===== src/inc/pmesw_map.svh =====
/*
  Register indices, field positions and reset values of the power
  management event, status and wake block.
  Assumes inclusion by its bare name from the design files.
*/
`ifndef PMESW_MAP_SVH
`define PMESW_MAP_SVH

// ****************************************************************
// Register indices (byte address is four times the index)
// ****************************************************************
`define PMESW_IDX_DEEP_SLEEP   6'h15
`define PMESW_IDX_EVT_STATUS   6'h20
`define PMESW_IDX_SCI_MASK     6'h22
`define PMESW_IDX_SMI_MASK     6'h24
`define PMESW_IDX_WAKE_CTL     6'h26
`define PMESW_IDX_AUX_STATUS   6'h30
`define PMESW_IDX_IRQ_STATUS   6'h31
`define PMESW_IDX_IRQ_MASK     6'h32

// ****************************************************************
// Fields
// ****************************************************************
`define PMESW_EVT_W            10
`define PMESW_EVT_USB          9
`define PMESW_EVT_RING         8
`define PMESW_EXT_W            8
`define PMESW_WCTL_RING        10
`define PMESW_WCTL_BUTTON      9
`define PMESW_WCTL_ALARM       8
`define PMESW_WCTL_EXT0        0
`define PMESW_WCTL_MASK        16'h0701
`define PMESW_AUX_BUTTON       0
`define PMESW_AUX_ALARM        1
`define PMESW_AUX_STOPPED      8
`define PMESW_IRQ_W            3
`define PMESW_IRQ_EVENT        0
`define PMESW_IRQ_SLEEP        1
`define PMESW_IRQ_POWER        2

// ****************************************************************
// Reset values
// ****************************************************************
`define PMESW_RST_EVT          10'h000
`define PMESW_RST_REG16        16'h0000
`define PMESW_RST_IRQ          3'h0
`define PMESW_RST_DATA         32'h0000_0000
`define PMESW_RST_EXT          8'hFF

`endif


===== src/inc/pmesw_pkg.sv =====
/*
  Types of the power management event, status and wake block.
  Assumes the map header supplies widths; nothing here is imported.
*/
`include "pmesw_map.svh"

package pmesw_pkg;

  // ****************************************************************
  // Processor clock state
  // ****************************************************************
  typedef enum logic [0:0] {
    PMESW_RUN  = 1'b0,
    PMESW_STOP = 1'b1
  } pmesw_cpu_state_t;

  // ****************************************************************
  // Synchronised pin levels, active high
  // ****************************************************************
  typedef struct packed {
    logic [`PMESW_EXT_W-1:0] ext_level;
    logic                    ring_active;
    logic                    button_active;
  } pmesw_pins_t;

  // ****************************************************************
  // Hardware set requests for the sticky flags
  // ****************************************************************
  typedef struct packed {
    logic [`PMESW_EVT_W-1:0] evt;
    logic                    button;
    logic                    alarm;
  } pmesw_set_t;

endpackage


===== src/design/pmesw_top.sv =====
/*
  Power management event logic: sticky event flags, SCI and SMI masks,
  wake power control, deep sleep entry port and an APB register slave.
  Assumes one 50 MHz clock, a synchronous active high reset and pins
  that are asynchronous to it, yet only the event pin, ring and button levels are synchronised; USB resume and RTC alarm are used directly.
*/
`timescale 1ns/100ps
`include "pmesw_map.svh"

module pmesw_top (
  input  wire logic        mclk_in,
  input  wire logic        rst_in,
  input  wire logic        psel_in,
  input  wire logic        penable_in,
  input  wire logic        pwrite_in,
  input  wire logic [7:0]  paddr_in,
  input  wire logic [31:0] pwdata_in,
  output logic      [31:0] prdata_out,
  output logic             pready_out,
  output logic             pslverr_out,
  input  wire logic        usb_resume_in,
  input  wire logic        ring_indicator_n_in,
  input  wire logic [7:0]  ext_event_pin_n_in,
  input  wire logic        power_button_n_in,
  input  wire logic        rtc_alarm_in,
  output logic             sci_out,
  output logic             smi_out,
  output logic             main_power_on_out,
  output logic             processor_clock_stop_n_out,
  output logic             irq_out
);

  // ****************************************************************
  // Functions
  // ****************************************************************
  function automatic logic [7:0] reg_addr(input logic [5:0] idx);
    reg_addr = {idx, 2'h0};
  endfunction

  function automatic logic [31:0] zext16(input logic [15:0] val);
    zext16 = {16'h0000, val};
  endfunction

  // ****************************************************************
  // Storage
  // ****************************************************************
  pmesw_pkg::pmesw_pins_t      meta_ff;
  pmesw_pkg::pmesw_pins_t      sync_ff;
  logic [`PMESW_EXT_W-1:0]     ext_prev_ff;
  logic [`PMESW_EVT_W-1:0]     evt_status_ff;
  logic [`PMESW_EVT_W-1:0]     sci_mask_ff;
  logic [`PMESW_EVT_W-1:0]     smi_mask_ff;
  logic [15:0]                 wake_ctl_ff;
  logic                        button_flag_ff;
  logic                        alarm_flag_ff;
  logic [`PMESW_IRQ_W-1:0]     irq_status_ff;
  logic [`PMESW_IRQ_W-1:0]     irq_mask_ff;
  pmesw_pkg::pmesw_cpu_state_t cpu_state_ff;
  logic [31:0]                 prdata_ff;
  logic                        pready_ff;
  logic                        pslverr_ff;
  logic                        sci_ff;
  logic                        smi_ff;
  logic                        power_on_ff;
  logic                        irq_ff;
  logic                        stop_n_ff;

  // ****************************************************************
  // Pin synchronisers
  // ****************************************************************
  // Pins are active low; invert before the first stage
  wire pmesw_pkg::pmesw_pins_t pins_raw = '{
    ext_level:     ~ext_event_pin_n_in,
    ring_active:   ~ring_indicator_n_in,
    button_active: ~power_button_n_in
  };

  always_ff @(posedge mclk_in) begin
    if (rst_in) begin
      meta_ff     <= '0;
      sync_ff     <= '0;
      ext_prev_ff <= ~`PMESW_RST_EXT;
    end else begin
      meta_ff     <= pins_raw;
      sync_ff     <= meta_ff;
      ext_prev_ff <= sync_ff.ext_level;
    end
  end

  // ****************************************************************
  // APB decode
  // ****************************************************************
  // One wait state: data and error are registered with pready
  wire        bus_access = psel_in & penable_in & ~pready_ff;
  wire        bus_done   = psel_in & penable_in & pready_ff;
  wire        wr_done    = bus_done & pwrite_in;
  wire        rd_done    = bus_done & ~pwrite_in;
  wire        hit_sleep  = paddr_in == reg_addr(`PMESW_IDX_DEEP_SLEEP);
  wire        hit_evt    = paddr_in == reg_addr(`PMESW_IDX_EVT_STATUS);
  wire        hit_sci    = paddr_in == reg_addr(`PMESW_IDX_SCI_MASK);
  wire        hit_smi    = paddr_in == reg_addr(`PMESW_IDX_SMI_MASK);
  wire        hit_wake   = paddr_in == reg_addr(`PMESW_IDX_WAKE_CTL);
  wire        hit_aux    = paddr_in == reg_addr(`PMESW_IDX_AUX_STATUS);
  wire        hit_irqs   = paddr_in == reg_addr(`PMESW_IDX_IRQ_STATUS);
  wire        hit_irqm   = paddr_in == reg_addr(`PMESW_IDX_IRQ_MASK);
  wire        hit_any    = hit_sleep | hit_evt | hit_sci | hit_smi | hit_wake
                           | hit_aux | hit_irqs | hit_irqm;
  wire [31:0] aux_value  = zext16({7'h00, cpu_state_ff == pmesw_pkg::PMESW_STOP,
                                   6'h00, alarm_flag_ff, button_flag_ff});

  // ****************************************************************
  // Register strobes
  // ****************************************************************
  // Strobes fire only on the completing edge of a transfer
  wire        wr_evt     = wr_done & hit_evt;
  wire        wr_aux     = wr_done & hit_aux;
  wire        wr_sci     = wr_done & hit_sci;
  wire        wr_smi     = wr_done & hit_smi;
  wire        wr_wake    = wr_done & hit_wake;
  wire        wr_irqm    = wr_done & hit_irqm;
  wire        rd_irqs    = rd_done & hit_irqs;

  // Deep sleep port falls to the default arm and reads zero
  logic [31:0] rd_value;
  always_comb begin
    rd_value = `PMESW_RST_DATA;
    if (hit_evt) begin
      rd_value = zext16({6'h00, evt_status_ff});
    end
    if (hit_sci) begin
      rd_value = zext16({6'h00, sci_mask_ff});
    end
    if (hit_smi) begin
      rd_value = zext16({6'h00, smi_mask_ff});
    end
    if (hit_wake) begin
      rd_value = zext16(wake_ctl_ff);
    end
    if (hit_aux) begin
      rd_value = aux_value;
    end
    if (hit_irqs) begin
      rd_value = {29'h0, irq_status_ff};
    end
    if (hit_irqm) begin
      rd_value = {29'h0, irq_mask_ff};
    end
  end

  // ****************************************************************
  // Event sources
  // ****************************************************************
  wire pmesw_pkg::pmesw_set_t set_req = '{
    evt: {usb_resume_in,
          sync_ff.ring_active,
          sync_ff.ext_level ^ ext_prev_ff},
    button: sync_ff.button_active,
    alarm:  rtc_alarm_in
  };

  wire [`PMESW_EVT_W-1:0] evt_clr     = wr_evt ? pwdata_in[`PMESW_EVT_W-1:0] : '0;
  wire [1:0]              aux_clr     = wr_aux ? pwdata_in[1:0] : 2'h0;
  // Set wins over a same-cycle clear
  wire [`PMESW_EVT_W-1:0] nxt_evt     = (evt_status_ff & ~evt_clr) | set_req.evt;
  wire                    nxt_button  = (button_flag_ff & ~aux_clr[`PMESW_AUX_BUTTON])
                                        | set_req.button;
  wire                    nxt_alarm   = (alarm_flag_ff & ~aux_clr[`PMESW_AUX_ALARM])
                                        | set_req.alarm;
  wire                    new_evt     = |(set_req.evt & ~evt_status_ff);
  wire                    new_flag    = new_evt | (set_req.button & ~button_flag_ff)
                                        | (set_req.alarm & ~alarm_flag_ff);

  always_ff @(posedge mclk_in) begin
    if (rst_in) begin
      evt_status_ff <= `PMESW_RST_EVT;
    end else begin
      evt_status_ff <= nxt_evt;
    end
  end

  always_ff @(posedge mclk_in) begin
    if (rst_in) begin
      button_flag_ff <= 1'h0;
    end else begin
      button_flag_ff <= nxt_button;
    end
  end

  always_ff @(posedge mclk_in) begin
    if (rst_in) begin
      alarm_flag_ff <= 1'h0;
    end else begin
      alarm_flag_ff <= nxt_alarm;
    end
  end

  // ****************************************************************
  // Masks and wake control
  // ****************************************************************
  always_ff @(posedge mclk_in) begin
    if (rst_in) begin
      sci_mask_ff <= `PMESW_RST_EVT;
    end else if (wr_sci) begin
      sci_mask_ff <= pwdata_in[`PMESW_EVT_W-1:0];
    end
  end

  always_ff @(posedge mclk_in) begin
    if (rst_in) begin
      smi_mask_ff <= `PMESW_RST_EVT;
    end else if (wr_smi) begin
      smi_mask_ff <= pwdata_in[`PMESW_EVT_W-1:0];
    end
  end

  // Unused control bits are dropped so they always read zero
  always_ff @(posedge mclk_in) begin
    if (rst_in) begin
      wake_ctl_ff <= `PMESW_RST_REG16;
    end else if (wr_wake) begin
      wake_ctl_ff <= pwdata_in[15:0] & `PMESW_WCTL_MASK;
    end
  end

  always_ff @(posedge mclk_in) begin
    if (rst_in) begin
      irq_mask_ff <= `PMESW_RST_IRQ;
    end else if (wr_irqm) begin
      irq_mask_ff <= pwdata_in[`PMESW_IRQ_W-1:0];
    end
  end

  // ****************************************************************
  // SCI, SMI and main power on
  // ****************************************************************
  // Same bit position in both masks; level held while a flag stays set
  wire nxt_sci = |(nxt_evt & sci_mask_ff);
  wire nxt_smi = |(nxt_evt & smi_mask_ff);
  wire nxt_power_on =
    (nxt_evt[`PMESW_EVT_RING] & wake_ctl_ff[`PMESW_WCTL_RING])
    | (nxt_button & wake_ctl_ff[`PMESW_WCTL_BUTTON])
    | (nxt_alarm & wake_ctl_ff[`PMESW_WCTL_ALARM])
    | (nxt_evt[0] & wake_ctl_ff[`PMESW_WCTL_EXT0]);

  // ****************************************************************
  // Processor clock stop
  // ****************************************************************
  // A fresh flag wakes the processor; a pending entry read wins
  wire sleep_entry = rd_done & hit_sleep;
  pmesw_pkg::pmesw_cpu_state_t nxt_cpu_state;
  always_comb begin
    nxt_cpu_state = cpu_state_ff;
    unique case (cpu_state_ff)
      pmesw_pkg::PMESW_RUN: begin
        if (sleep_entry) begin
          nxt_cpu_state = pmesw_pkg::PMESW_STOP;
        end
      end
      pmesw_pkg::PMESW_STOP: begin
        if (new_flag & ~sleep_entry) begin
          nxt_cpu_state = pmesw_pkg::PMESW_RUN;
        end
      end
    endcase
  end

  // ****************************************************************
  // Block interrupt
  // ****************************************************************
  wire [`PMESW_IRQ_W-1:0] irq_set = {nxt_power_on & ~power_on_ff, sleep_entry, new_flag};
  wire [`PMESW_IRQ_W-1:0] irq_clr = rd_irqs ? {`PMESW_IRQ_W{1'h1}} : '0;
  wire [`PMESW_IRQ_W-1:0] nxt_irq_status = (irq_status_ff & ~irq_clr) | irq_set;

  // ****************************************************************
  // Output registers
  // ****************************************************************
  always_ff @(posedge mclk_in) begin
    if (rst_in) begin
      prdata_ff  <= `PMESW_RST_DATA;
      pready_ff  <= 1'h0;
      pslverr_ff <= 1'h0;
    end else begin
      prdata_ff  <= (bus_access & ~pwrite_in) ? rd_value : `PMESW_RST_DATA;
      pready_ff  <= bus_access;
      pslverr_ff <= bus_access & ~hit_any;
    end
  end

  // Pin flop follows the next state, so it turns with the state itself
  always_ff @(posedge mclk_in) begin
    if (rst_in) begin
      cpu_state_ff <= pmesw_pkg::PMESW_RUN;
      stop_n_ff    <= 1'h1;
    end else begin
      cpu_state_ff <= nxt_cpu_state;
      stop_n_ff    <= nxt_cpu_state != pmesw_pkg::PMESW_STOP;
    end
  end

  always_ff @(posedge mclk_in) begin
    if (rst_in) begin
      irq_status_ff <= `PMESW_RST_IRQ;
      irq_ff        <= 1'h0;
    end else begin
      irq_status_ff <= nxt_irq_status;
      irq_ff        <= |(nxt_irq_status & irq_mask_ff);
    end
  end

  always_ff @(posedge mclk_in) begin
    if (rst_in) begin
      sci_ff      <= 1'h0;
      smi_ff      <= 1'h0;
      power_on_ff <= 1'h0;
    end else begin
      sci_ff      <= nxt_sci;
      smi_ff      <= nxt_smi;
      power_on_ff <= nxt_power_on;
    end
  end

  assign prdata_out                 = prdata_ff;
  assign pready_out                 = pready_ff;
  assign pslverr_out                = pslverr_ff;
  assign sci_out                    = sci_ff;
  assign smi_out                    = smi_ff;
  assign main_power_on_out          = power_on_ff;
  assign irq_out                    = irq_ff;
  assign processor_clock_stop_n_out = stop_n_ff;

endmodule


===== config.mk =====
export PLATFORM = sky130hd
export DESIGN_NAME = pmesw_top
export DESIGN_NICKNAME = d
export VERILOG_FILES = /design/src/inc/pmesw_pkg.sv /design/src/design/pmesw_top.sv
export VERILOG_INCLUDE_DIRS = /design/src /design/src/inc
export SDC_FILE = /design/constraint.sdc
export NUM_CORES = 1
export LEC_CHECK = 0
export BUFFER_PORTS_ARGS = -buffer_cell sky130_fd_sc_hd__buf_4
export CAP_MARGIN = 20
export CORE_MARGIN = 1
export CORE_UTILIZATION = 57
export DETAILED_ROUTE_END_ITERATION = 10
export PLACE_DENSITY_LB_ADDON = 0.15
export SYNTH_ARGS = -nofsm -noshare
export SYNTH_HDL_FRONTEND = slang
export SYNTH_SLANG_ARGS = --single-unit

===== constraint.sdc =====
create_clock -name mclk_in -period 4.4 [get_ports mclk_in]
set_input_delay 0 -clock mclk_in [delete_from_list [all_inputs] [get_ports mclk_in]]
set_output_delay 0 -clock mclk_in [all_outputs]
set_load 0.05 [all_outputs]

==> Implementation_results.wiki, run 1 <==
{| class="wikitable"
! Metric !! Value
|-
| Maximum level of the CTS H-tree || 3
|-
| Width of the die || 83.0 um
|-
| DRC violation count after routing || 0
|-
| Fmax || 378 MHz
|-
| Routability Congestion || 0.870
|-
| Clock buffer depth || 2
|-
| Number of buffer and inverter stages on the critical path || 0
|-
| Hold buffer count at cts || 24
|-
| CTS Root Cell || clkbuf_8
|-
| Number of pins with negative max-slew slack in the final report || 0
|-
| Cell-by-cell trace of the critical path || nand4_1, nor4_4, a31oi_1, a221oi_1, or2_2, o311ai_0
|-
| Clock slew at the register clock pins of the worst setup and hold paths || 0.08 ns
|-
| Post-synth EDFFs || 0
|-
| Slew at the pin with the worst max-slew slack || 1.13 ns
|-
| Leading cell types in the layout, fill and taps excluded || 89 x dfxtp_1, 57 x nor2_1, 55 x buf_4
|-
| Hold WS || 0.0133 ns
|-
| Wire length per cell after detailed routing || 15.6 um
|-
| Met3 routing resource usage after global routing || 0.0527
|-
| Layout Utilization || 0.707
|-
| Flip-flop and latch count after synthesis || 89
|-
| Final net count || 543
|-
| Floorplan core area || 0.00635 sq mm
|-
| Via density per instance || 5.68
|-
| Endpoint kind of the worst setup timing path || flip-flop
|-
| Post-route cell area || 0.00449 sq mm
|-
| Critical path's slowest cell || nor4_4
|-
| Final Critical Period || 2.65 ns
|-
| Number of top-level pins || 96
|-
| Delay of the slowest cell on the worst path || 0.76 ns
|-
| Path category of the worst min-delay check || input pin to flip-flop
|-
| Wire length of the first global-routing pass || 14.0 mm
|-
| CTS-repair resized insts || 0
|-
| Drt first-iter violations || 352
|-
| Met1 track utilization from global routing || 0.344
|-
| Peak-usage layer in the global routing report || met2
|-
| Number of warnings printed during yosys synthesis || 0
|-
| Post-route antenna net violation count || 0
|-
| Met2 capacity usage during global routing || 0.409
|-
| Peak supply drop || 326 uV
|-
| Final clock period utilization by the worst path || 0.601
|-
| Arrival @ worst endpoint || 2.85 ns
|-
| DRT Wirelength || 8.86 mm
|-
| Clock latency at the later pin of the worst-skew pair || 0.35 ns
|-
| Placement-stage cell area || 0.00409 sq mm
|-
| Placement row count || 29
|-
| Predominant post-synthesis flop cell || dfxtp_1
|-
| Final setup violation count || 0
|-
| Synthesized area per cell || 9.01 sq um
|-
| Input/output buffers || 53
|-
| Number of global-route vias before repair || 2840
|-
| Total routing usage reported by global routing || 0.258
|-
| Top cell family by delay on the critical path || simple AND/OR/NAND/NOR gates
|-
| Layout area overhead || 20.2%
|-
| R2r setup slk || 1.75 ns
|-
| Initial core utilization || 0.589
|-
| Setup total negative slack || 0 ns
|-
| TritonCTS buffer count || 9
|-
| First-pass DRT Iterations || 6
|-
| Fraction of layout cells with a size suffix above 1 || 0.164
|-
| Required time worst endpoint || 4.61 ns
|-
| Number of antenna diodes || 0
|-
| Die area || 0.00688 sq mm
|-
| Unrepaired setup endpoints after global routing || no
|-
| Vias after detailed routing || 3213
|-
| Leakage power of the design || 1.75 nW
|-
| Startpoint types || flip-flop
|-
| Antenna violations before repair || 0
|-
| Largest net degree at the start of global routing || 79
|-
| Critical path start-end classification || flip-flop to flip-flop
|-
| Vertical extent of the die || 83.0 um
|-
| Proportion of synthesized chip area in sequential cells || 0.477
|-
| Leading cell type in the layout, fill and taps excluded || dfxtp_1
|-
| Final global-route overflow total || 0
|-
| Clock sink count || 89
|-
| Crit Path Max Fanout || 11
|-
| Run status || completed
|-
| Final hold violations || 0
|-
| Relative slew slack || 0.245
|-
| Post-synthesis instance total || 415
|-
| Max Clock Skew || 0.0106 ns
|-
| Power density cells || 331 mW/mm^2
|-
| TritonCTS clock tree || built
|-
| Post-DP HPWL || 6.09 mm
|-
| Unique cell type count in the Yosys netlist || 51
|-
| # Max-Cap Violations || 0
|-
| Async set-or-reset flop fraction in the synthesized netlist || 0
|-
| Post-Synthesis Cell Area || 0.00374 sq mm
|-
| Post-CTS repair timing setup buffer count || 0
|}
-- cells by family (layout without fill, tap and decap cells) --
logic type / after synthesis / after routing / synth area share
flops: 89 / 89 / 0.477
compound gates: 86 / 86 / 0.149
mux: 17 / 17 / 0.0455
other cells: 1 / 21 / 0.00100
buf+inv: 44 / 98 / 0.0683
xor+xnor: 10 / 10 / 0.0234
simple gates: 168 / 168 / 0.236
-- cell type report --
cell class                      count  area, sq um
Fill cell                         501         1860
Clock inverter                      3         18.8
Inverter                            5         18.8
Tap cell                           77         96.3
Clock buffer                       11          141
Timing Repair Buffer               79          653
Sequential cell                    89         1780
Multi-Input combinational cell    302         1780
-- path summary, 6_finish.rpt --
check                   startpoint                           to  cells past startpoint
min reg2reg  meta_ff[4]$_SDFF_PP0_        sync_ff[4]$_SDFF_PP0_                      1
max          pready_out$_SDFF_PP0_           irq_out$_SDFF_PP0_                      6
max reg2reg  pready_out$_SDFF_PP0_           irq_out$_SDFF_PP0_                      6
min                      pwrite_in  irq_status_ff[1]$_SDFF_PP0_                      4
-- state kept, by name, indices dropped and copies added (netlist names), 2 cells and up --
| register | count |
|---|---|
| evt_status_ff | 10 |
| irq_mask_ff | 3 |
| meta_ff | 10 |
| wake_ctl_ff | 4 |
| ext_prev_ff | 8 |
| sync_ff | 8 |
| smi_mask_ff | 10 |
| sci_mask_ff | 10 |
| set_req | 2 |
| irq_status_ff | 3 |
| prdata_out | 11 |
-- cells in the mapped netlist (3+ instances only) --
cell type,number,area [sq um]
nor2b_1,27,169
nor3_1,3,15.0
inv_1,5,18.8
a21boi_0,3,22.5
nor2_1,57,214
nor4b_1,3,26.3
a22oi_1,12,90.1
nand2_1,27,101
buf_4,21,158
clkbuf_1,13,48.8
nand3_1,17,85.1
nor4_1,5,31.3
o21ai_0,9,45.0
o22ai_1,5,31.3
nand2b_1,7,43.8
buf_2,3,15.0
mux2i_1,17,170
dfxtp_1,89,1780
xor2_1,4,35.0
and3_1,3,18.8
a31oi_1,8,50.1
xnor2_1,6,52.6
a21oi_1,31,155
a221oi_1,3,26.3
-- worst register-to-register path: cells and delay by family, from the launching register on --
kind             cells  cell delay, ns
AND/OR/NAND/NOR      3            1.27
AO/OA/AOI/OAI        3            0.84
flip-flops           1            0.39
-- through the flow --
| stage | cells | setup slack [ns] | power [W] |
|---|---|---|---|
| global route | 566 | 1.58 | 0.00154 |
| finish | 566 | 1.75 | 0.00149 |
| detailed placement | 528 | 1.79 | 0.00101 |
| floorplan | 435 | 2.19 | 0.000967 |
| global placement | 528 | 1.84 | 0.00100 |
| CTS | 566 | 1.79 | 0.00149 |
-- where the power goes --
part	switching, W	leakage, nW	total [W]	internal, W
clock	0.000268	0.0850	0.000482	0.000214
sequential	0.0000118	0.725	0.000837	0.000825
combinational	0.000106	0.937	0.000169	0.0000635
-- routing by layer --
| layer | wire length, um | vias up | part of all wire |
|---|---|---|---|
| met3 | 708 | 16 | 0.080 |
| met1 | 3920 | 1489 | 0.44 |
| met4 | 181 | 0 | 0.020 |
| met2 | 4040 | 151 | 0.46 |
| met5 | 0 | - | 0 |
| li1 | - | 1557 | - |
No activity file was read; power rests on OpenSTA's default activity.
==> run 2, diff against run 1 <==
--- a/config.mk
+++ b/config.mk
@@ -6,10 +6,11 @@
 export SDC_FILE = /design/constraint.sdc
 export NUM_CORES = 1
 export LEC_CHECK = 0
+export ABC_AREA = 1
 export BUFFER_PORTS_ARGS = -buffer_cell sky130_fd_sc_hd__buf_4
 export CAP_MARGIN = 20
 export CORE_MARGIN = 1
-export CORE_UTILIZATION = 57
+export CORE_UTILIZATION = 53
 export DETAILED_ROUTE_END_ITERATION = 10
 export PLACE_DENSITY_LB_ADDON = 0.15
 export SYNTH_ARGS = -nofsm -noshare
==> constraint.sdc (replaced) <==
create_clock -name mclk_in -period 2.53 [get_ports mclk_in]
set_input_delay 0 -clock mclk_in [delete_from_list [all_inputs] [get_ports mclk_in]]
set_output_delay 0 -clock mclk_in [all_outputs]
set_load 0.05 [all_outputs]
==> run 2 against run 1 <==
- combinational power grew 78%
- synthesized cell count grew 22%
- total power increased by 85%
- die area increased by 9.3%
- cell count grew 21%
- synthesized area rose by 1.8%
- utilization down 3.0 points
- global-route usage is 0.35 points lower
- via count grew 5.9%
- design area is 3.6% higher
- clock power increased by 110%
- sequential power grew 74%
- critical endpoint is now sci_out$_SDFF_PP0_
==> Implementation_results.wiki, run 2 <==
{| class="wikitable"
! Metric !! Value
|-
| Number of pins with negative max-slew slack in the final report || 0 (unchanged)
|-
| Startpoint types || flip-flop
|-
| Run status || completed
|-
| Layout area overhead || 22.2%
|-
| Wire length of the first global-routing pass || 14.6 mm (+4.4%)
|-
| FF/Latch Area || 0.00178 sq mm (unchanged)
|-
| Power density cells || 590 mW/mm^2 (+78%)
|-
| Number of global-route vias before repair || 3063 (+7.9%)
|-
| CTS Root Cell || clkbuf_8
|-
| Vertical extent of the die || 86.7 um (+4.5%)
|-
| Final global-route overflow total || 0 (unchanged)
|-
| Unrepaired setup endpoints after global routing || no
|-
| Post-synth EDFFs || 0 (unchanged)
|-
| DRT Wirelength || 8.95 mm (+1.0%)
|-
| Post-DP HPWL || 6.13 mm (+0.78%)
|-
| Post-synthesis instance total || 508 (+22%)
|-
| Max Clock Skew || 0.0167 ns (+0.00616 ns)
|-
| DRC violation count after routing || 0 (unchanged)
|-
| Met1 track utilization from global routing || 0.342 (-0.00158)
|-
| Clock latency at the later pin of the worst-skew pair || 0.35 ns (about the same)
|-
| Startpoint of the worst-slack reg-to-reg timing path || pready_out$_SDFF_PP0_
|-
| Post-Synthesis Cell Area || 0.00380 sq mm (+1.8%)
|-
| Critical path's slowest cell || nor2_4
|-
| Die area || 0.00752 sq mm (+9.3%)
|-
| Async set-or-reset flop fraction in the synthesized netlist || 0 (unchanged)
|-
| Antenna violations before repair || 0 (unchanged)
|-
| Routability Congestion || 0.901 (+3.6%)
|-
| Number of top-level pins || 96 (unchanged)
|-
| Flip-flop and latch count after synthesis || 89 (unchanged)
|-
| Number of cells on the worst hold path || 5 (+1)
|-
| R2r setup slk || 0.61 ns (-1.14 ns)
|-
| Layout Utilization || 0.677 (-0.0301)
|-
| Total routing usage reported by global routing || 0.254 (-0.00345)
|-
| Leakage power of the design || 2.06 nW (+18%)
|-
| Largest net degree at the start of global routing || 57 (-28%)
|-
| Number of antenna diodes || 0 (unchanged)
|-
| Fmax || 521 MHz (+38%)
|-
| Drt first-iter violations || 367 (+4.3%)
|-
| Path category of the worst min-delay check || input pin to flip-flop
|-
| Width of the die || 86.7 um (+4.5%)
|-
| Post-route insts no fill || 687 (+21%)
|-
| Synthesized area per cell || 7.49 sq um (-17%)
|-
| Predominant post-synthesis flop cell || dfxtp_1
|-
| Relative slew slack || 0.604 (+0.359)
|-
| Fraction of layout cells with a size suffix above 1 || 0.173 (+0.00899)
|-
| Peak-usage layer in the global routing report || met2
|-
| Most numerous cell in the Yosys netlist || nand2_1
|-
| Area used by multi-input combinational logic || 0.00160 sq mm (-9.9%)
|-
| TritonCTS clock tree || built
|-
| Slew at the pin with the worst max-slew slack || 0.594 ns (-0.532 ns)
|-
| Critical path start-end classification || flip-flop to flip-flop
|-
| # Max-Cap Violations || 0 (unchanged)
|-
| Vias after detailed routing || 3404 (+5.9%)
|-
| Met3 routing resource usage after global routing || 0.0533 (+0.000649)
|-
| Number of buffer and inverter stages on the critical path || 1 (+1)
|-
| Arrival @ worst endpoint || 2.18 ns (-0.67 ns)
|-
| Required time worst endpoint || 2.79 ns (-1.82 ns)
|-
| Initial core utilization || 0.554 (-0.0347)
|-
| Top cell family by delay on the critical path || simple AND/OR/NAND/NOR gates
|-
| Leading cell types in the layout, fill and taps excluded || 100 x nand2_1, 89 x dfxtp_1, 65 x inv_1
|-
| Clock sink count || 89 (unchanged)
|-
| Via density per instance || 4.95 (-13%)
|-
| Crit Path Max Fanout || 17 (+6)
|-
| Main area contributors after synthesis || dfxtp_1 47%, nand2_1 9.9%, a21oi_1 6.7%, inv_1 6.4%, nor2_1 5.8%
|-
| Clock buffer depth || 2 (unchanged)
|-
| Max FFs per register || 11 (unchanged)
|-
| Final setup violation count || 0 (unchanged)
|-
| Unique cell type count in the Yosys netlist || 38 (-25%)
|-
| Capture point of the worst reg-to-reg path || sci_out$_SDFF_PP0_
|-
| Floorplan core area || 0.00687 sq mm (+8.2%)
|-
| Layout fillers || 623 (+24%)
|-
| Post-synth top area share || 0.468 (-0.00847)
|-
| Placement row count || 30 (+3.4%)
|-
| Number of warnings printed during yosys synthesis || 0 (unchanged)
|-
| Delay of the slowest cell on the worst path || 0.40 ns (-0.36 ns)
|-
| Proportion of synthesized chip area in sequential cells || 0.468 (-0.00847)
|-
| Peak supply drop || 448 uV (+37%)
|-
| Final net count || 643 (+18%)
|-
| Final clock period utilization by the worst path || 0.759 (+0.158)
|-
| Hold Crit Endpoint || pready_out$_SDFF_PP0_
|-
| Setup total negative slack || 0 ns (unchanged)
|-
| Input/output buffers || 53 (unchanged)
|-
| First-pass DRT Iterations || 5 (-1)
|-
| CTS-repair resized insts || 0 (unchanged)
|-
| Cell-by-cell trace of the critical path || nand3_2, nor2_4, nand2_4, o21ai_2, nand2_1, nand2_1, nand2_1, nor2_1, nand3_1, nand2_1, inv_1
|-
| Worst Reg2Reg Path Length in Cells || 11 (+5)
|-
| Met2 capacity usage during global routing || 0.413 (+0.00361)
|-
| Maximum level of the CTS H-tree || 3 (unchanged)
|-
| Final Critical Period || 1.92 ns (-0.725 ns)
|-
| Overall power || 0.00275 W (+85%)
|-
| Leading cell type in the layout, fill and taps excluded || nand2_1
|-
| Clock slew at the register clock pins of the worst setup and hold paths || 0.10 ns (+0.02 ns)
|-
| Endpoint kind of the worst setup timing path || flip-flop
|-
| Synth area leader || dfxtp_1
|-
| Final hold violations || 0 (unchanged)
|-
| Critical hold path startpoint || penable_in
|-
| Placed Cells incl. Taps || 646 (+22%)
|-
| Post-CTS repair timing setup buffer count || 0 (unchanged)
|-
| Post-synth top cells || 100 x nand2_1, 89 x dfxtp_1, 65 x inv_1
|-
| Post-route antenna net violation count || 0 (unchanged)
|-
| Wire length per cell after detailed routing || 13.0 um (-17%)
|-
| Most frequent cell on the critical path || nand2_1
|-
| TritonCTS buffer count || 9 (unchanged)
|}
[run 2: cell types whose count changed after synthesis, moves of 8 or more]
| cell | change |
|---|---|
| nand2_1 | +73 |
| inv_1 | +60 |
| nor2b_1 | -27 |
| a21oi_1 | +20 |
| mux2i_1 | -17 |
| a22oi_1 | -12 |
| o21ai_0 | +11 |
| o21ai_1 | +8 |
[run 2: worst max-delay path by stage]
| stage | slack (ns) | end | from | cells past startpoint |
|---|---|---|---|---|
| floorplan | 0.72 | irq_out$_SDFF_PP0_ | pready_out$_SDFF_PP0_ | 12 |
| global placement | 0.74 | smi_out$_SDFF_PP0_ | pready_out$_SDFF_PP0_ | 11 |
| detailed placement | 0.66 | smi_out$_SDFF_PP0_ | pready_out$_SDFF_PP0_ | 11 |
| CTS | 0.65 | smi_out$_SDFF_PP0_ | pready_out$_SDFF_PP0_ | 11 |
| global route | 0.37 | sci_out$_SDFF_PP0_ | pready_out$_SDFF_PP0_ | 11 |
| finish | 0.61 | sci_out$_SDFF_PP0_ | pready_out$_SDFF_PP0_ | 11 |
[run 2: repair_timing]
item / CTS / global route
setup endpoints to repair: 0 / 0
hold buffers: 25 / 0
endpoints found under the hold margin: 40 / 0
[run 2: kinds of logic (layout without fill, tap and decap cells)]
| family | Yosys count | after routing | synth area share |
|---|---|---|---|
| AOI/OAI and AO/OA | 98 | 98 | 0.142 |
| xor gates and xnor gates | 8 | 8 | 0.0184 |
| buffers and inverters | 105 | 168 | 0.130 |
| DFF | 89 | 89 | 0.468 |
| other | 1 | 21 | 0.000986 |
| and+or+nand+nor | 207 | 207 | 0.241 |
[run 2: through the flow]
stage	hold WS, ns	setup slack, ns	area, sq um
after floorplan	0.0667	0.717	3880
after global placement	0.150	0.736	4200
after detailed placement	0.153	0.660	4200
after CTS	0.0192	0.651	4650
after global routing	0.0644	0.366	4650
final	0.0222	0.610	4650
[run 2: cell type report]
type | count | area share
flip-flops and latches | 89 | 0.383
multi-input cells | 334 | 0.345
repair buffers | 83 | 0.147
inverters | 69 | 0.0557
clock buffers | 9 | 0.0266
well taps | 96 | 0.0258
clock inverters | 7 | 0.0164
[run 2: routing by layer]
metal,up-vias,part of all wire
met5,-,0
met4,0,0.014
met3,10,0.060
met2,132,0.46
met1,1551,0.46
li1,1711,-
[run 2: worst reg2reg max path, cell delays in order, from the launching register on]
cell	delay [ns]
dfxtp_1	0.39
nand3_2	0.12
nor2_4	0.41
nand2_4	0.17
o21ai_2	0.17
nand2_1	0.09
nand2_1	0.07
nand2_1	0.07
nor2_1	0.14
nand3_1	0.09
nand2_1	0.07
inv_1	0.03
[run 2: power breakdown]
| part | switching (W) | internal (W) |
|---|---|---|
| Clock | 0.000527 | 0.000464 |
| Sequential | 0.0000207 | 0.00143 |
| Combinational | 0.000194 | 0.000106 |
| Total | 0.000742 | 0.00200 |
==> run 3, diff against run 2 <==
==> constraint.sdc (replaced) <==
create_clock -name mclk_in -period 1.8 [get_ports mclk_in]
set_input_delay 0 -clock mclk_in [delete_from_list [all_inputs] [get_ports mclk_in]]
set_output_delay 0 -clock mclk_in [all_outputs]
set_load 0.05 [all_outputs]
==> run 3 against run 2 <==
- design area increased by 0.78%
- clock skew decreased by 0.0067 ns
- die area unchanged
- critical endpoint unchanged
- critical path depth increased by 1
- sequential power increased by 40%
- combinational power increased by 39%
- total power increased by 38%
- highest routed layer unchanged
- critical path type unchanged
- count of clock-buffer cells in the layout increased by 1
- setup slack got worse by 0.46 ns
- via count increased by 1.7%
- first-iteration DRC count decreased by 21%
==> Implementation_results.wiki, run 3 (synthesis gave the netlist of run 2 again) <==
{| class="wikitable"
! Metric !! Value
|-
| Sw power || 0.00105 W (+41%)
|-
| Worst Reg2Reg Path Length in Cells || 12 (+1)
|-
| Startpoint types || flip-flop
|-
| # Max-Cap Violations || 0 (unchanged)
|-
| Hold Crit Endpoint || pready_out$_SDFF_PP0_
|-
| DRC violation count after routing || 0 (unchanged)
|-
| Crit Path Max Fanout || 12 (-5)
|-
| TritonCTS clock tree || built
|-
| FF/Latch Area || 0.00178 sq mm (about the same)
|-
| TritonCTS buffer count || 9 (unchanged)
|-
| R2r setup slk || 0.15 ns (-0.46 ns)
|-
| Leakage power of the design || 2.09 nW (+1.2%)
|-
| Sequential Power Share || 0.540 (+0.010)
|-
| Endpoint kind of the worst setup timing path || flip-flop
|-
| Clock buffer depth || 2 (unchanged)
|-
| Width of the die || 86.7 um (unchanged)
|-
| Startpoint of the worst-slack reg-to-reg timing path || pready_out$_SDFF_PP0_
|-
| Power density cells || 808 mW/mm^2 (+37%)
|-
| Leading cell types in the layout, fill and taps excluded || 100 x nand2_1, 88 x dfxtp_1, 65 x inv_1
|-
| Final clock period utilization by the worst path || 0.918 (+0.159)
|-
| Post-DP HPWL || 6.18 mm (+0.73%)
|-
| Wire length per cell after detailed routing || 12.7 um (-2.1%)
|-
| Layout fillers || 604 (-3.0%)
|-
| Layout area overhead || 23.2%
|-
| Final hold violations || 0 (unchanged)
|-
| Antenna violations before repair || 0 (unchanged)
|-
| First-pass DRT Iterations || 5 (unchanged)
|-
| Path category of the worst min-delay check || input pin to flip-flop
|-
| Unrepaired setup endpoints after global routing || no
|-
| Leading cell type in the layout, fill and taps excluded || nand2_1
|-
| Area used by multi-input combinational logic || 0.00161 sq mm (+0.23%)
|-
| Floorplan core area || 0.00687 sq mm (unchanged)
|-
| Routability Congestion || 0.929 (+3.1%)
|-
| Run status || completed
|-
| Fraction of layout cells with a size suffix above 1 || 0.182 (+0.00923)
|-
| Internal Power || 0.00274 W (+37%)
|-
| Initial core utilization || 0.554 (unchanged)
|-
| Drt first-iter violations || 290 (-21%)
|-
| Maximum level of the CTS H-tree || 3 (unchanged)
|-
| Final Critical Period || 1.65 ns (-0.267 ns)
|-
| Largest net degree at the start of global routing || 57 (unchanged)
|-
| Input/output buffers || 53 (unchanged)
|-
| Number of antenna diodes || 0 (unchanged)
|-
| Pre-CTS setup slack || 0.169 ns (-0.492 ns)
|-
| Clock slew at the register clock pins of the worst setup and hold paths || 0.09 ns (about the same)
|-
| Wire length of the first global-routing pass || 14.4 mm (-1.5%)
|-
| Number of cells on the worst hold path || 5 (unchanged)
|-
| Vias after detailed routing || 3462 (+1.7%)
|-
| CTS Root Cell || clkbuf_8
|-
| Relative slew slack || 0.604 (about the same)
|-
| Number of top-level pins || 96 (unchanged)
|-
| Final net count || 646 (+0.47%)
|-
| Critical path start-end classification || flip-flop to flip-flop
|-
| Post-route cell area || 0.00469 sq mm (+0.78%)
|-
| Peak supply drop || 737 uV (+65%)
|-
| DRT Wirelength || 8.80 mm (-1.7%)
|-
| Final setup violation count || 0 (unchanged)
|-
| Overall power || 0.00379 W (+38%)
|-
| Clock latency at the later pin of the worst-skew pair || 0.36 ns (about the same)
|-
| Via density per instance || 5.02 (+1.3%)
|-
| Max Clock Skew || 0.0101 ns (-0.00665 ns)
|-
| Total routing usage reported by global routing || 0.250 (-0.00418)
|-
| Placement-stage cell area || 0.00424 sq mm (+1.0%)
|-
| Logic gate share of total power || 0.110 (about the same)
|-
| Number of global-route vias before repair || 3171 (+3.5%)
|-
| Arrival @ worst endpoint || 1.92 ns (-0.26 ns)
|-
| Vertical extent of the die || 86.7 um (unchanged)
|-
| Critical hold path startpoint || penable_in
|-
| Die area || 0.00752 sq mm (unchanged)
|-
| Post-route antenna net violation count || 0 (unchanged)
|-
| Least setup slack across all paths after layout || 0.147 ns (-0.463 ns)
|-
| Fmax || 605 MHz (+16%)
|-
| Required time worst endpoint || 2.06 ns (-0.73 ns)
|-
| Setup total negative slack || 0 ns (unchanged)
|-
| Placement row count || 30 (unchanged)
|-
| Clock sink count || 89 (unchanged)
|-
| Capture point of the worst reg-to-reg path || sci_out$_SDFF_PP0_
|-
| Final global-route overflow total || 0 (unchanged)
|-
| Fraction of power spent switching nets || 0.277 (+0.00671)
|-
| Max FFs per register || 11 (unchanged)
|-
| Clk pwr share || 0.349 (-0.012)
|-
| Number of pins with negative max-slew slack in the final report || 0 (unchanged)
|-
| Slew at the pin with the worst max-slew slack || 0.593 ns (-0.000583 ns)
|}
-- run 3: repair_timing --
action | in CTS | in global routing
gates resized for setup | 0 | 2
setup endpoints to repair | 0 | 1
setup buffers | 0 | 0
endpoints found under the hold margin | 42 | 0
hold buffers | 24 | 0
-- run 3: worst max-delay path by stage --
stage / startpoint / end / slack (ns) / depth (start not counted)
2_1_floorplan: pready_out$_SDFF_PP0_ / irq_out$_SDFF_PP0_ / 0.18 / 12
3_3_place_gp: pready_out$_SDFF_PP0_ / irq_out$_SDFF_PP0_ / 0.20 / 12
3_5_place_dp: pready_out$_SDFF_PP0_ / irq_out$_SDFF_PP0_ / 0.17 / 12
4_1_cts: pready_out$_SDFF_PP0_ / irq_out$_SDFF_PP0_ / 0.14 / 12
5_1_grt: pready_out$_SDFF_PP0_ / irq_out$_SDFF_PP0_ / 0.0004 / 12
6_report: pready_out$_SDFF_PP0_ / sci_out$_SDFF_PP0_ / 0.15 / 12
-- run 3: worst max-delay path, cell delays in order, from the launching register on --
cell     delay (ns)
dfxtp_2        0.35
nand3_2        0.11
nor2_4         0.15
buf_12         0.16
nand2_4        0.10
o21ai_2        0.15
nand2_1        0.08
nand2_1        0.07
nand2_1        0.07
nor2_1         0.13
nand3_1        0.08
nand2_1        0.06
inv_1          0.04
-- run 3: power by group through the flow --
| stage | sequential, W | clock (W) | combinational, W |
|---|---|---|---|
| after floorplan | 0.00209 | 0 | 0.000284 |
| after global placement | 0.00209 | 0 | 0.000367 |
| after detailed placement | 0.00209 | 0 | 0.000371 |
| after CTS | 0.00205 | 0.00136 | 0.000414 |
| after global routing | 0.00205 | 0.00144 | 0.000456 |
| final | 0.00205 | 0.00132 | 0.000418 |
-- run 3: final cells by class --
| cell class | count | area share |
|---|---|---|
| well taps | 96 | 0.0256 |
| inverters | 69 | 0.0553 |
| flip-flops and latches | 89 | 0.380 |
| repair buffers | 86 | 0.154 |
| clock buffers | 10 | 0.0294 |
| multi-input cells | 334 | 0.343 |
| clock inverters | 6 | 0.0123 |
-- run 3: through the flow --
stage / util / cells / hold WS (ns)
global placement: 0.618 / 650 / 0.150
CTS: 0.681 / 690 / 0.00940
global route: 0.682 / 690 / 0.0354
detailed placement: 0.618 / 650 / 0.154
floorplan: - / 528 / 0.0667
finish: 0.682 / 690 / 0.0165
-- run 3: metal layers --
metal	share of wire	routed length, um	vias to the layer above	GRT usage
met2	0.45	3960	177	0.403
met1	0.46	4030	1540	0.324
met3	0.071	628	24	0.0695
met5	0	0	-	0
li1	-	-	1721	-
met4	0.020	176	0	0.0833
